[src/hdl/mhbp_pkg.sv]
// Shared constants and types of the muxed host bus port
package mhbp_pkg;
    localparam int MHBP_ADDR_W = 10;
    localparam int MHBP_DATA_W = 8;

    // Layout of the synchronised pin vector
    localparam int MHBP_POS_DATA = 0;
    localparam int MHBP_POS_ADDR = 8;
    localparam int MHBP_POS_ALE = 18;
    localparam int MHBP_POS_DIR = 19;
    localparam int MHBP_POS_STROBE = 20;
    localparam int MHBP_POS_CS_N = 21;
    localparam int MHBP_POS_STYLE = 22;
    localparam int MHBP_POS_IM = 23;
    localparam int MHBP_SYNC_W = 24;

    // Chip select and write direction reset inactive (high)
    localparam logic [MHBP_SYNC_W-1:0] MHBP_SYNC_RST = 24'h280000;

    localparam logic [MHBP_ADDR_W-1:0] MHBP_ADDR_RST = 10'h000;
    localparam logic [MHBP_DATA_W-1:0] MHBP_DATA_RST = 8'h00;

    typedef enum logic [1:0] {
        MHBP_IDLE = 2'b00,
        MHBP_WAIT = 2'b01,
        MHBP_DONE = 2'b10
    } mhbp_state_t;
endpackage

[src/hdl/mhbp_sync_if.sv]
// Synchronised host pin levels passed from the synchroniser to the port logic
interface mhbp_sync_if;
    import mhbp_pkg::*;
    logic im;
    logic style;
    logic cs_n;
    logic strobe;
    logic dir;
    logic ale;
    logic [MHBP_ADDR_W-1:0] addr;
    logic [MHBP_DATA_W-1:0] data;
    modport src (output im, style, cs_n, strobe, dir, ale, addr, data);
    modport dst (input im, style, cs_n, strobe, dir, ale, addr, data);
endinterface

[src/hdl/mhbp_sync.sv]
// Two-stage synchroniser for all asynchronous host port pins
module mhbp_sync
    import mhbp_pkg::*;
#(
    parameter int W = MHBP_SYNC_W,
    parameter logic [W-1:0] RST_VAL = MHBP_SYNC_RST
) (
    input wire logic clk_i,
    input wire logic rst_n_i,
    input wire logic [W-1:0] raw_i,
    mhbp_sync_if.src sif
);
    typedef struct packed {
        logic [W-1:0] meta;
        logic [W-1:0] sync;
    } mhbp_sync_regs_t;

    mhbp_sync_regs_t r_reg;
    mhbp_sync_regs_t r_next;

    always_comb begin
        r_next.meta = raw_i;
        r_next.sync = r_reg.meta;
    end

    // Constant reset keeps chip select inactive until real levels arrive
    always_ff @(posedge clk_i or negedge rst_n_i) begin
        if (!rst_n_i) begin
            r_reg <= {RST_VAL, RST_VAL};
        end else begin
            r_reg <= r_next;
        end
    end

    assign sif.data = r_reg.sync[MHBP_POS_DATA +: MHBP_DATA_W];
    assign sif.addr = r_reg.sync[MHBP_POS_ADDR +: MHBP_ADDR_W];
    assign sif.ale = r_reg.sync[MHBP_POS_ALE];
    assign sif.dir = r_reg.sync[MHBP_POS_DIR];
    assign sif.strobe = r_reg.sync[MHBP_POS_STROBE];
    assign sif.cs_n = r_reg.sync[MHBP_POS_CS_N];
    assign sif.style = r_reg.sync[MHBP_POS_STYLE];
    assign sif.im = r_reg.sync[MHBP_POS_IM];
endmodule

[src/hdl/mhbp_top.sv]
// Host microprocessor port: strobe decode, address latch, acknowledge and interrupt
module mhbp_top
    import mhbp_pkg::*;
(
    input wire logic CLK_I,
    input wire logic RST_N_I,
    input wire logic BUS_STYLE_SELECT_I,
    input wire logic STROBE_STYLE_I,
    input wire logic [MHBP_ADDR_W-1:0] ADDR_LINES_I,
    input wire logic SHARED_ACCESS_STROBE_I,
    input wire logic RW_DIR_I,
    input wire logic CHIP_SELECT_N_I,
    input wire logic ADDRESS_LATCH_STROBE_I,
    input wire logic [MHBP_DATA_W-1:0] SHARED_DATA_LINES_I,
    output logic [MHBP_DATA_W-1:0] SHARED_DATA_LINES_O,
    output logic SHARED_DATA_LINES_OE_O,
    output logic TRANSFER_DONE_N_O,
    output logic TRANSFER_DONE_N_OE_O,
    output logic INTERRUPT_REQUEST_N_O,
    output logic INTERRUPT_REQUEST_N_OE_O,
    output logic [MHBP_ADDR_W-1:0] MEM_ADDR_O,
    output logic [MHBP_DATA_W-1:0] MEM_WDATA_O,
    output logic MEM_WR_O,
    output logic MEM_RD_O,
    input wire logic [MHBP_DATA_W-1:0] MEM_RDATA_I,
    input wire logic MEM_RDATA_VALID_I,
    input wire logic [MHBP_DATA_W-1:0] IRQ_STATUS_I,
    input wire logic [MHBP_DATA_W-1:0] IRQ_ENABLE_I
);
    typedef struct packed {
        mhbp_state_t state;
        logic [MHBP_ADDR_W-1:0] mux_addr;
        logic [MHBP_ADDR_W-1:0] mem_addr;
        logic [MHBP_DATA_W-1:0] wdata;
        logic [MHBP_DATA_W-1:0] rdata;
        logic wr;
        logic rd;
        logic is_read;
        logic irq;
    } mhbp_regs_t;

    mhbp_regs_t r_reg;
    mhbp_regs_t r_next;

    mhbp_sync_if sif ();

    mhbp_sync #(
        .W(MHBP_SYNC_W),
        .RST_VAL(MHBP_SYNC_RST)
    ) u_sync (
        .clk_i(CLK_I),
        .rst_n_i(RST_N_I),
        .raw_i({BUS_STYLE_SELECT_I, STROBE_STYLE_I, CHIP_SELECT_N_I,
                SHARED_ACCESS_STROBE_I, RW_DIR_I, ADDRESS_LATCH_STROBE_I,
                ADDR_LINES_I, SHARED_DATA_LINES_I}),
        .sif(sif)
    );

    logic muxed;
    logic rw_strobes;
    logic data_strobe_on;
    logic rd_on;
    logic wr_on;
    logic access_active;
    logic access_read;
    logic [MHBP_ADDR_W-1:0] access_addr;

    always_comb begin
        muxed = sif.im;
        // Non-multiplexed bus has only the strobe-style variant
        rw_strobes = sif.im & ~sif.style;
        data_strobe_on = muxed ? sif.strobe : ~sif.strobe;
        rd_on = ~sif.strobe;
        wr_on = ~sif.dir;
        if (rw_strobes) begin
            access_active = ~sif.cs_n & (rd_on | wr_on);
            access_read = rd_on;
        end else begin
            access_active = ~sif.cs_n & data_strobe_on;
            access_read = sif.dir;
        end
        access_addr = muxed ? r_reg.mux_addr : sif.addr;
    end

    always_comb begin
        r_next = r_reg;
        r_next.wr = 1'b0;
        r_next.rd = 1'b0;
        r_next.irq = |(IRQ_STATUS_I & IRQ_ENABLE_I);
        // In muxed mode the latch stays transparent while enable is high, holds after it falls
        if (sif.im && sif.ale) begin
            r_next.mux_addr = {{(MHBP_ADDR_W-MHBP_DATA_W){1'b0}}, sif.data};
        end
        case (r_reg.state)
            MHBP_IDLE: begin
                if (access_active) begin
                    r_next.mem_addr = access_addr;
                    r_next.is_read = access_read;
                    if (access_read) begin
                        r_next.rd = 1'b1;
                        r_next.state = MHBP_WAIT;
                    end else begin
                        r_next.wr = 1'b1;
                        r_next.wdata = sif.data;
                        r_next.state = MHBP_DONE;
                    end
                end
            end
            MHBP_WAIT: begin
                // Host may abandon the cycle; drop it rather than drive late
                if (!access_active) begin
                    r_next.state = MHBP_IDLE;
                end else if (MEM_RDATA_VALID_I) begin
                    r_next.rdata = MEM_RDATA_I;
                    r_next.state = MHBP_DONE;
                end
            end
            MHBP_DONE: begin
                if (!access_active) begin
                    r_next.state = MHBP_IDLE;
                end
            end
            default: begin
                r_next.state = MHBP_IDLE;
            end
        endcase
    end

    always_ff @(posedge CLK_I or negedge RST_N_I) begin
        if (!RST_N_I) begin
            r_reg.state <= MHBP_IDLE;
            r_reg.mux_addr <= MHBP_ADDR_RST;
            r_reg.mem_addr <= MHBP_ADDR_RST;
            r_reg.wdata <= MHBP_DATA_RST;
            r_reg.rdata <= MHBP_DATA_RST;
            r_reg.wr <= 1'b0;
            r_reg.rd <= 1'b0;
            r_reg.is_read <= 1'b0;
            r_reg.irq <= 1'b0;
        end else begin
            r_reg <= r_next;
        end
    end

    assign SHARED_DATA_LINES_O = r_reg.rdata;
    // Drive only while the read cycle that fetched the data is still open
    assign SHARED_DATA_LINES_OE_O = (r_reg.state == MHBP_DONE) && r_reg.is_read &&
                                    access_active && access_read;
    assign TRANSFER_DONE_N_O = 1'b0;
    assign TRANSFER_DONE_N_OE_O = (r_reg.state == MHBP_DONE) && access_active;
    assign INTERRUPT_REQUEST_N_O = 1'b0;
    assign INTERRUPT_REQUEST_N_OE_O = r_reg.irq;
    assign MEM_ADDR_O = r_reg.mem_addr;
    assign MEM_WDATA_O = r_reg.wdata;
    assign MEM_WR_O = r_reg.wr;
    assign MEM_RD_O = r_reg.rd;
endmodule

[config.mk]
export PLATFORM = sky130hd
export DESIGN_NAME = mhbp_top
export DESIGN_NICKNAME = d
export VERILOG_FILES = /design/src/hdl/mhbp_pkg.sv /design/src/hdl/mhbp_sync_if.sv /design/src/hdl/mhbp_sync.sv /design/src/hdl/mhbp_top.sv
export SDC_FILE = /design/constraint.sdc
export NUM_CORES = 1
export LEC_CHECK = 0
export BUFFER_PORTS_ARGS = -buffer_cell sky130_fd_sc_hd__buf_4
export CAP_MARGIN = 20
export CORE_UTILIZATION = 51
export CTS_CLUSTER_SIZE = 30
export DETAILED_ROUTE_END_ITERATION = 12
export MAX_ROUTING_LAYER = met4
export PLACE_DENSITY = 0.78
export SKIP_CTS_REPAIR_TIMING = 1
export SYNTH_ARGS = -nofsm -noshare
export SYNTH_HDL_FRONTEND = slang
export SYNTH_SLANG_ARGS = --single-unit
[constraint.sdc]
create_clock -name CLK_I -period 2.2 [get_ports CLK_I]
set_clock_uncertainty 0.05 [all_clocks]
set_input_delay 0.55 -clock CLK_I [delete_from_list [all_inputs] [get_ports CLK_I]]
set_output_delay 0.55 -clock CLK_I [all_outputs]
set_load 0.005 [all_outputs]
; After elaboration in Yosys (flattened, before gate mapping)
; Cells that the tools add are included.
[op_classes]
mux = 14
n_bitwise = 10
n_eq_ne = 5
reduce_logical = 11
[ops]
columns = operator, n
row1 = 10-bit two-way mux, 1
row2 = 2-bit two-way mux, 5
row3 = 3-bit AND reduction, 3
row4 = 8-bit bitwise AND, 1
row5 = 8-bit OR reduction, 1
row6 = 3-bit two-way mux, 2
row7 = 2-bit one-hot mux with 3 select lines, 1
row8 = 1-bit logical AND, 5
row9 = 1-bit two-way mux, 5
row10 = 1-bit NOT, 5
row11 = 2-bit != test (second input constant), 2
row12 = 1-bit bitwise AND, 3
row13 = 3-bit != test (second input constant), 1
row14 = 2-bit by 1-bit == test with 1-bit output (second input constant), 1
row15 = 2-bit == test (second input constant), 1
row16 = 2-bit logical NOT, 1
row17 = 2-bit AND reduction, 1
row18 = 1-bit bitwise OR, 1
[totals]
regBits = 88
out_inout_bits = 33
word_cells = 51
in_bits = 51

; Longest topological paths before layout
; Gate-level depths: netlist (run 1).
[logic_depth]
ltp_word = 6
depth_mapped = 7

; Hierarchy
; Synthesis (run 1) repeated with hierarchy kept, for this count alone.
[unflattened]
cells_unflattened = 194
hier_area_um2 = 3121.7
[modules_own_cells]
columns = mod, seq_area_each_um2, cells_per_inst, instances, area_per_inst_um2
row1 = mhbp_top, 1001.0, 146, 1, 1915.6
row2 = mhbp_sync, 1206.2, 48, 1, 1206.2

; Worst setup path after synthesis (run 1)
; OpenSTA, ideal clock, no wires.
[synth_path]
path_type = register to output
startpoint = register u_sync.r_reg (netlist bit u_sync.sif.im)
endpoint = output port SHARED_DATA_LINES_OE_O
path_stages_with_launch = 6
required_ns = 1.600
setup_slack_ns = 0.292
t_arrival_ns = 1.308
cell_sequence = dfrtp_1 -> buf_6 -> a21oi_1 -> a31oi_1 -> nor4b_1 -> and3_1
[synth_via]
elab_chain_len = 5
[synth_lines]
columns = item, line
row1 = "start, declared", mhbp_sync.sv:18  ; mhbp_sync_regs_t r_reg;
row2 = "start signal, assigned", mhbp_sync.sv:29  ; r_reg <= {RST_VAL, RST_VAL};
row3 = "start signal, assigned", mhbp_sync.sv:31  ; r_reg <= r_next;
row4 = 1-bit two-way mux, mhbp_top.sv:72  ; data_strobe_on = muxed ? sif.strobe : ~sif.strobe;
row5 = 1-bit bitwise AND, mhbp_top.sv:79  ; access_active = ~sif.cs_n & data_strobe_on;
row6 = 1-bit two-way mux, mhbp_top.sv:75  ; if (rw_strobes) begin
row7 = 1-bit logical AND, mhbp_top.sv:147  ; assign SHARED_DATA_LINES_OE_O = (r_reg.state == MHBP_DONE) && r_reg.is_read &&
row8 = 1-bit logical AND (*), mhbp_top.sv:148  ; access_active && access_read;
row9 = "end, declared", mhbp_top.sv:16  ; output logic SHARED_DATA_LINES_OE_O,
; Mark *: on every way between the ends. The rest lies on a longest branch, timed or not.

; Worst setup path in the final report (run 1)
[layout_path]
startpoint = register u_sync.r_reg (netlist bit u_sync.sif.style)
endpoint = output port SHARED_DATA_LINES_OE_O
[layout_via]
elab_chain_len = 5
[layout_lines]
columns = item, line
row1 = 1-bit NOT (*), mhbp_top.sv:71  ; rw_strobes = sif.im & ~sif.style;
row2 = 1-bit bitwise AND (*), mhbp_top.sv:71
row3 = 1-bit two-way mux, mhbp_top.sv:75
row4 = 1-bit logical AND, mhbp_top.sv:147
row5 = 1-bit logical AND (*), mhbp_top.sv:148
; Marked as above.

==> results of run 1 <==
[final timing paths]
kind	from	end	slack (ps)	cells past startpoint
worst min-delay path	SHARED_DATA_LINES_I[6]	u_sync.r_next[6]$_DFF_PN0_	260	1
worst max-delay path	u_sync.sif.style$_DFF_PN0_	SHARED_DATA_LINES_OE_O	-70	5
worst min register to register	u_sync.r_next[16]$_DFF_PN0_	u_sync.sif.addr[8]$_DFF_PN0_	300	0
min in group asynchronous	RST_N_I	MEM_WR_O$_DFF_PN0_	560	2
max in group asynchronous	RST_N_I	u_sync.sif.cs_n$_DFF_PN1_	900	3
worst max register to register	u_sync.sif.im$_DFF_PN0_	MEM_ADDR_O[8]$_DFFE_PN0P_	280	5
[worst register-to-register path, stage by stage, from the launching register on]
cell and delay, ps:
dfrtp_2 450, buf_4 160, buf_4 170, a31o_2 380, nand2_1 240, mux2_2 360
[kinds of logic (layout without fill, tap and decap cells)]
logic type / Yosys count / in the layout / share of synthesized area [%]
multiplexers: 36 / 36 / 12.5
buffers and inverters: 34 / 107 / 7.85
other: 1 / 2 / 0.119
flip-flops: 88 / 88 / 69.9
AND/OR/NAND/NOR: 17 / 17 / 4.24
AO/OA/AOI/OAI: 27 / 27 / 5.35
[metal layers]
layer / track usage [%] / share of wire [%] / vias to the layer above
met5: - / 0 / -
met1: 21.5 / 43 / 812
met2: 27.2 / 50 / 52
li1: - / - / 811
met3: 5.80 / 5.4 / 8
met4: 7.50 / 1.6 / 0
[cells in the final DEF, fill, tap and decap left out, types with 3 or more instances in the layout]
master	instances
buf_4	88
a31oi_1	8
a21oi_1	9
mux2i_1	8
mux2_2	28
a22oi_1	4
clkbuf_8	11
dfstp_2	4
dfrtp_1	83
clkinvlp_4	3
[layout make-up]
type | count | share of cell area, %
Multi-Input combinational cell | 82 | 19.1
Timing Repair Buffer | 90 | 17.4
Clock inverter | 4 | 1.33
Tap cell | 75 | 2.37
Inverter | 1 | 0.0948
Clock buffer | 12 | 3.92
Sequential cell | 88 | 55.8
[through the flow]
| step | hold WS, ps | power (mW) |
|---|---|---|
| 2_1_floorplan | 204 | 2.32 |
| 3_3_place_gp | 282 | 2.49 |
| 3_5_place_dp | 285 | 2.51 |
| 4_1_cts | -3.50 | 3.63 |
| 5_1_grt | 227 | 3.80 |
| 6_report | 256 | 3.60 |
[power breakdown]
group	leakage (nW)	internal [mW]	total, mW	switching, mW
sequential	1.04	1.82	1.92	0.104
clock	0.0948	0.587	1.12	0.528
combinational	0.732	0.355	0.564	0.208
==> implementation parameters, run 1 <==
Parameter                              Value

Layout
  Count of nets after finishing ... 323
  Flip-flop count of the largest register after layout ... 24
  Non-filler instance count after layout ... 352
  Share of the core filled with cells in the final layout ... 66.5%
  Share of final-layout standard cells stronger than drive strength 1 ... 52.7%
  Design Area, Final ... 3960 µm²
  Post-synthesis to final-layout area growth ... 25.4%
  Diodes inserted ... 0
  Sequential Area ... 2210 µm²
  Area of combinational cells with multiple inputs ... 754 µm²
  FILL cells ... 423

Clock tree
  Clock latency on the worst-skew pair ... 340 ps
  Buffer levels on the longest clock path ... 2
  CTS clock-pin slew for the worst setup and hold paths ... 90 ps
  Clock Tree Root ... clkbuf_8
  Clock sink count ... 88
  Clock buffer count from CTS ... 9
  Clock tree from TritonCTS ... built
  Total number of H-tree levels ... 3

Drt
  Residual antenna-violating net count after detailed routing ... 0
  Final routed wirelength across all metal layers ... 5020 µm
  Iteration-0 DRC count of the detailed router ... 90
  Routed len/inst ... 14.3 µm
  Routed via count divided by cell count ... 4.78
  Detailed-router iteration count before antenna repair ... 4
  Via count of the routed design ... 1,683
  Final routed DRC violation total ... 0

Global route
  Remaining Overflow, GRT ... 0
  Number of global-route vias before repair ... 1,671
  Pin count of the biggest net entering global routing ... 48
  Total global routing track utilization ... 17.7%
  Global-route wire length before repair ... 7870 µm
  Number of antenna violations at the first check in global routing ... 0

Yosys
  Proportion of register bits with asynchronous set or reset after synthesis ... 100%
  Cell type with the highest aggregate area in the netlist ... dfrtp_1
  Count of cell types in the netlist ... 28
  Area share of the largest cell type after synthesis ... 66.6%
  Share of the yosys chip area belonging to registers ... 69.9%
  Library cell with the highest instance count after synthesis ... dfrtp_1
  Syn Area/Cell ... 15.6 µm²
  Register bit total from synthesis ... 88
  Primary flip-flop cell chosen by synthesis mapping ... dfrtp_1
  Leading post-synthesis cells by cell area ... dfrtp_1 (67%), mux2_2 (10%), buf_4 (6.9%)
  Gate count of the mapped netlist ... 203
  Commonest cells post-synth ... dfrtp_1 (84), buf_4 (29), mux2_2 (28)
  Warnings, synthesis ... 0
  Count of flip-flops with a built-in enable after synthesis ... 0
  Post-synthesis cell area ... 3160 µm²

Die
  Starting Density ... 53.0%
  Count of standard-cell rows ... 28
  Die outline width ... 80.7 µm
  Die area ... 6510 µm²
  Core area ... 5960 µm²
  Number of I/O pins ... 84
  Die Ht ... 80.7 µm

Flow run
  Total of max-cap violations ... 0

Setup path
  Largest fanout on the critical path ... 4
  Crit path max-delay family ... simple AND/OR/NAND/NOR gates
  Data required time at the worst endpoint ... 1600 ps
  Buffers plus inverters on the worst setup path ... 1
  Library cell contributing the largest single delay on the critical path ... dfrtp_1
  Crit-path cells ... nand2b_4, a31oi_4, nor4b_4, and3_1, buf_4
  CP peak stage delay ... 440 ps
  CP Launch Type ... flip-flop
  WS Path Type ... flip-flop to output port
  Arrival time of the worst setup path ... 1670 ps
  CP Capture Type ... output port

Placed design
  Placed cell count ... 332
  Worst setup slack after placement ... 184 ps
  Total of buffers placed on input and output ports ... 81
  Half-perimeter wire length after detailed placement ... 3530 µm
  Routability congestion estimate ... 0.713
  Post-place instance area ... 3670 µm²

Power
  Static leakage ... 1.86 nW
  Max IR drop VDD ... 474 µV
  Power per unit of standard cell area ... 910 nW/µm²

Timing
  Final cycle utilization of the critical path ... 103%
  Slack of the critical path ... -73.4 ps
  Min cycle time layout ... 2270 ps
  Top achievable clock speed ... 440 MHz
  Fin Setup TNS ... -73.4 ps
  Endpoints failing hold ... 0
  Setup violations, final ... 1
  Setup repair after global routing missed its margin ... yes
  Final slew viol count ... 0

Status
  Failing checks ... negative setup slack
  Result of the run ... finished with violations

Min path
  Hold crit path type ... input pin to flip-flop
(Power assumes the default switching activity.)
==> inputs of run 2 (changes only) <==
--- a/constraint.sdc
+++ b/constraint.sdc
@@ -3,3 +3,3 @@
 set_input_delay 0.55 -clock CLK_I [delete_from_list [all_inputs] [get_ports CLK_I]]
 set_output_delay 0.55 -clock CLK_I [all_outputs]
-set_load 0.005 [all_outputs]
+set_load 0.01 [all_outputs]
==> run 2 against run 1 <==
  * The flow still finishes with violations (negative setup slack)
  * Global-route usage grew 1.2 points
  * Sequential share of layout area shrank 0.056 points
  * Fmax grew 0.58%
  * Non-clock buffer count grew 1
  * Combinational power grew 10%
  * First-iteration DRC count grew 8.9%
  * Register-to-register slack is essentially flat
  * Routed wire length grew 5.9%
  * Core utilization grew 0.10 points
  * Final cell count grew 0.28%
  * Clock power is essentially flat
  * Die area is the same
==> implementation parameters, run 2 (synthesized netlist as in run 1, its figures left out) <==
Parameter                              Value

Setup path
  Arrival time of the worst setup path ... 1660 ps (was 1670 ps)
  Capturing element of the worst setup path ... SHARED_DATA_LINES_OE_O (unchanged)
  CP Launch Type ... flip-flop (unchanged)
  CP peak stage delay ... 480 ps (was 440 ps)
  Launch point of the worst reg-to-reg path ... u_sync.sif.im$_DFF_PN0_ (unchanged)
  Library cell contributing the largest single delay on the critical path ... dfrtp_1 (unchanged)
  Worst Setup SP ... u_sync.sif.strobe$_DFF_PN0_ (was u_sync.sif.style$_DFF_PN0_)
  WS Path Type ... flip-flop to output port (unchanged)
  CP Capture Type ... output port (unchanged)
  Largest fanout on the critical path ... 4 (unchanged)
  Reg2Reg Capture Point ... MEM_ADDR_O[8]$_DFFE_PN0P_ (unchanged)
  Crit-path cells ... a21oi_4, a31oi_4, nor4b_4, and3_1, buf_4 (was nand2b_4, a31oi_4, nor4b_4, and3_1, buf_4)
  Data required time at the worst endpoint ... 1600 ps (about the same)
  Reg-to-reg setup timing slack ... 290 ps (was 280 ps)
  Number of cell instances on the worst register-to-register path ... 5 (unchanged)

Timing
  Endpoints failing hold ... 0 (unchanged)
  Slack of the critical path ... -60.3 ps (was -73.4 ps)
  Final cycle utilization of the critical path ... 103% (about the same)
  Top achievable clock speed ... 442 MHz (was 440 MHz)
  Setup repair after global routing missed its margin ... yes (unchanged)
  Final slew viol count ... 0 (unchanged)
  Setup violations, final ... 1 (unchanged)
  Min cycle time layout ... 2260 ps (was 2270 ps)
  Fin Setup TNS ... -60.3 ps (was -73.4 ps)

Drt
  Via count of the routed design ... 1,719 (was 1,683)
  Detailed-router iteration count before antenna repair ... 4 (unchanged)
  Final routed DRC violation total ... 0 (unchanged)
  Final routed wirelength across all metal layers ... 5320 µm (was 5020 µm)
  Routed via count divided by cell count ... 4.87 (was 4.78)
  Routed len/inst ... 15.1 µm (was 14.3 µm)
  Residual antenna-violating net count after detailed routing ... 0 (unchanged)
  Iteration-0 DRC count of the detailed router ... 98 (was 90)

Die
  Number of I/O pins ... 84 (unchanged)
  Starting Density ... 53.0% (unchanged)
  Die outline width ... 80.7 µm (unchanged)
  Die Ht ... 80.7 µm (unchanged)
  Count of standard-cell rows ... 28 (unchanged)
  Core area ... 5960 µm² (unchanged)
  Die area ... 6510 µm² (unchanged)

Global route
  Global-route wire length before repair ... 8470 µm (was 7870 µm)
  Remaining Overflow, GRT ... 0 (unchanged)
  Total global routing track utilization ... 18.8% (was 17.7%)
  Number of antenna violations at the first check in global routing ... 0 (unchanged)
  Number of global-route vias before repair ... 1,765 (was 1,671)
  Pin count of the biggest net entering global routing ... 48 (unchanged)

Clock tree
  Clock tree from TritonCTS ... built (unchanged)
  Clock Tree Root ... clkbuf_8 (unchanged)
  Clock latency on the worst-skew pair ... 340 ps (about the same)
  Clock sink count ... 88 (unchanged)
  Clock buffer count from CTS ... 9 (unchanged)
  CTS clock-pin slew for the worst setup and hold paths ... 80 ps (was 90 ps)
  Buffer levels on the longest clock path ... 2 (unchanged)
  Total number of H-tree levels ... 3 (unchanged)

Layout
  FILL cells ... 441 (was 423)
  Design Area, Final ... 3970 µm² (was 3960 µm²)
  Count of nets after finishing ... 324 (was 323)
  Share of final-layout standard cells stronger than drive strength 1 ... 52.9% (was 52.7%)
  Flip-flop count of the largest register after layout ... 24 (unchanged)
  Most common cell after layout, fill and taps aside ... buf_4 (unchanged)
  Post-synthesis to final-layout area growth ... 25.6% (was 25.4%)
  Most frequent cells in the layout ... buf_4 (89), dfrtp_1 (82), mux2_2 (28) (was buf_4 (88), dfrtp_1 (83), mux2_2 (28))
  Sequential Area ... 2210 µm² (about the same)
  Area of combinational cells with multiple inputs ... 759 µm² (was 754 µm²)
  Diodes inserted ... 0 (unchanged)

Power
  Final total power ... 3.65 mW (was 3.60 mW)
  Max IR drop VDD ... 412 µV (was 474 µV)
  Static leakage ... 1.87 nW (was 1.86 nW)
  Power per unit of standard cell area ... 920 nW/µm² (was 910 nW/µm²)

Min path
  Hold crit path type ... input pin to flip-flop (unchanged)

Placed design
  Total of buffers placed on input and output ports ... 81 (unchanged)
  Half-perimeter wire length after detailed placement ... 3560 µm (was 3530 µm)
  Routability congestion estimate ... 0.712 (was 0.713)
  Post-place instance area ... 3670 µm² (unchanged)

Status
  Failing checks ... negative setup slack (unchanged)
  Result of the run ... finished with violations (unchanged)

Flow run
  Total of max-cap violations ... 0 (unchanged)
-- run 2: changes by cell type in the layout (fill, tap and decap cells not counted) --
cell,previous run,this run
clkinvlp_4,3,1
buf_4,88,89
dfrtp_1,83,82
clkbuf_1,1,3
nor3b_2,0,1
nor3b_1,1,0
dfrtp_2,1,2
-- run 2: how the worst min path moves through the flow --
stage | startpoint | slack [ps] | cells past startpoint | endpoint
final | SHARED_DATA_LINES_I[6] | 260 | 1 | u_sync.r_next[6]$_DFF_PN0_
after global placement | u_sync.r_next[2]$_DFF_PN0_ | 280 | 0 | u_sync.sif.data[2]$_DFF_PN0_
after floorplan | RST_N_I | 200 | 0 | INTERRUPT_REQUEST_N_OE_O$_DFF_PN0_
after CTS | RST_N_I | -3 | 1 | MEM_WDATA_O[6]$_DFFE_PN0P_
after detailed placement | u_sync.r_next[13]$_DFF_PN0_ | 280 | 0 | u_sync.sif.addr[5]$_DFF_PN0_
after global routing | SHARED_DATA_LINES_I[7] | 240 | 1 | u_sync.r_next[7]$_DFF_PN0_
-- run 2: where the power goes --
part | switching, mW | internal [mW]
Combinational | 0.260 | 0.361
Clock | 0.511 | 0.589
Sequential | 0.107 | 1.82
-- run 2: layout make-up --
class                      count  share of cell area [%]
multi-input combinational     82                    19.2
clock inverter                 2                   0.947
clock buffer                  14                    4.10
sequential                    88                    55.7
timing repair buffer          91                    17.6
inverter                       1                  0.0947
tap                           75                    2.37
-- run 2: stage by stage --
| step | instances | utilization, % | setup slack, ps | hold WS, ps |
|---|---|---|---|---|
| after floorplan | 204 | - | 78.8 | 204 |
| after global placement | 332 | 61.6 | 228 | 283 |
| after detailed placement | 332 | 61.6 | 197 | 285 |
| after CTS | 348 | 65.0 | -186 | -3.19 |
| after global routing | 353 | 66.6 | -143 | 235 |
| final | 353 | 66.6 | -60.3 | 255 |
-- run 2: critical path, delay by kind of cell (launching register included) --
| family | cells | cell delay [ps] |
|---|---|---|
| compound gates | 2 | 260 |
| simple gates | 2 | 450 |
| buf+inv | 1 | 120 |
| flops | 1 | 480 |
-- run 2: layer usage --
layer	vias to the layer above	global-route usage [%]	routed length (µm)
met1	835	22.9	2080
met4	0	8.57	119
met3	11	4.89	255
met5	-	-	0
li1	814	-	-
met2	59	29.7	2860
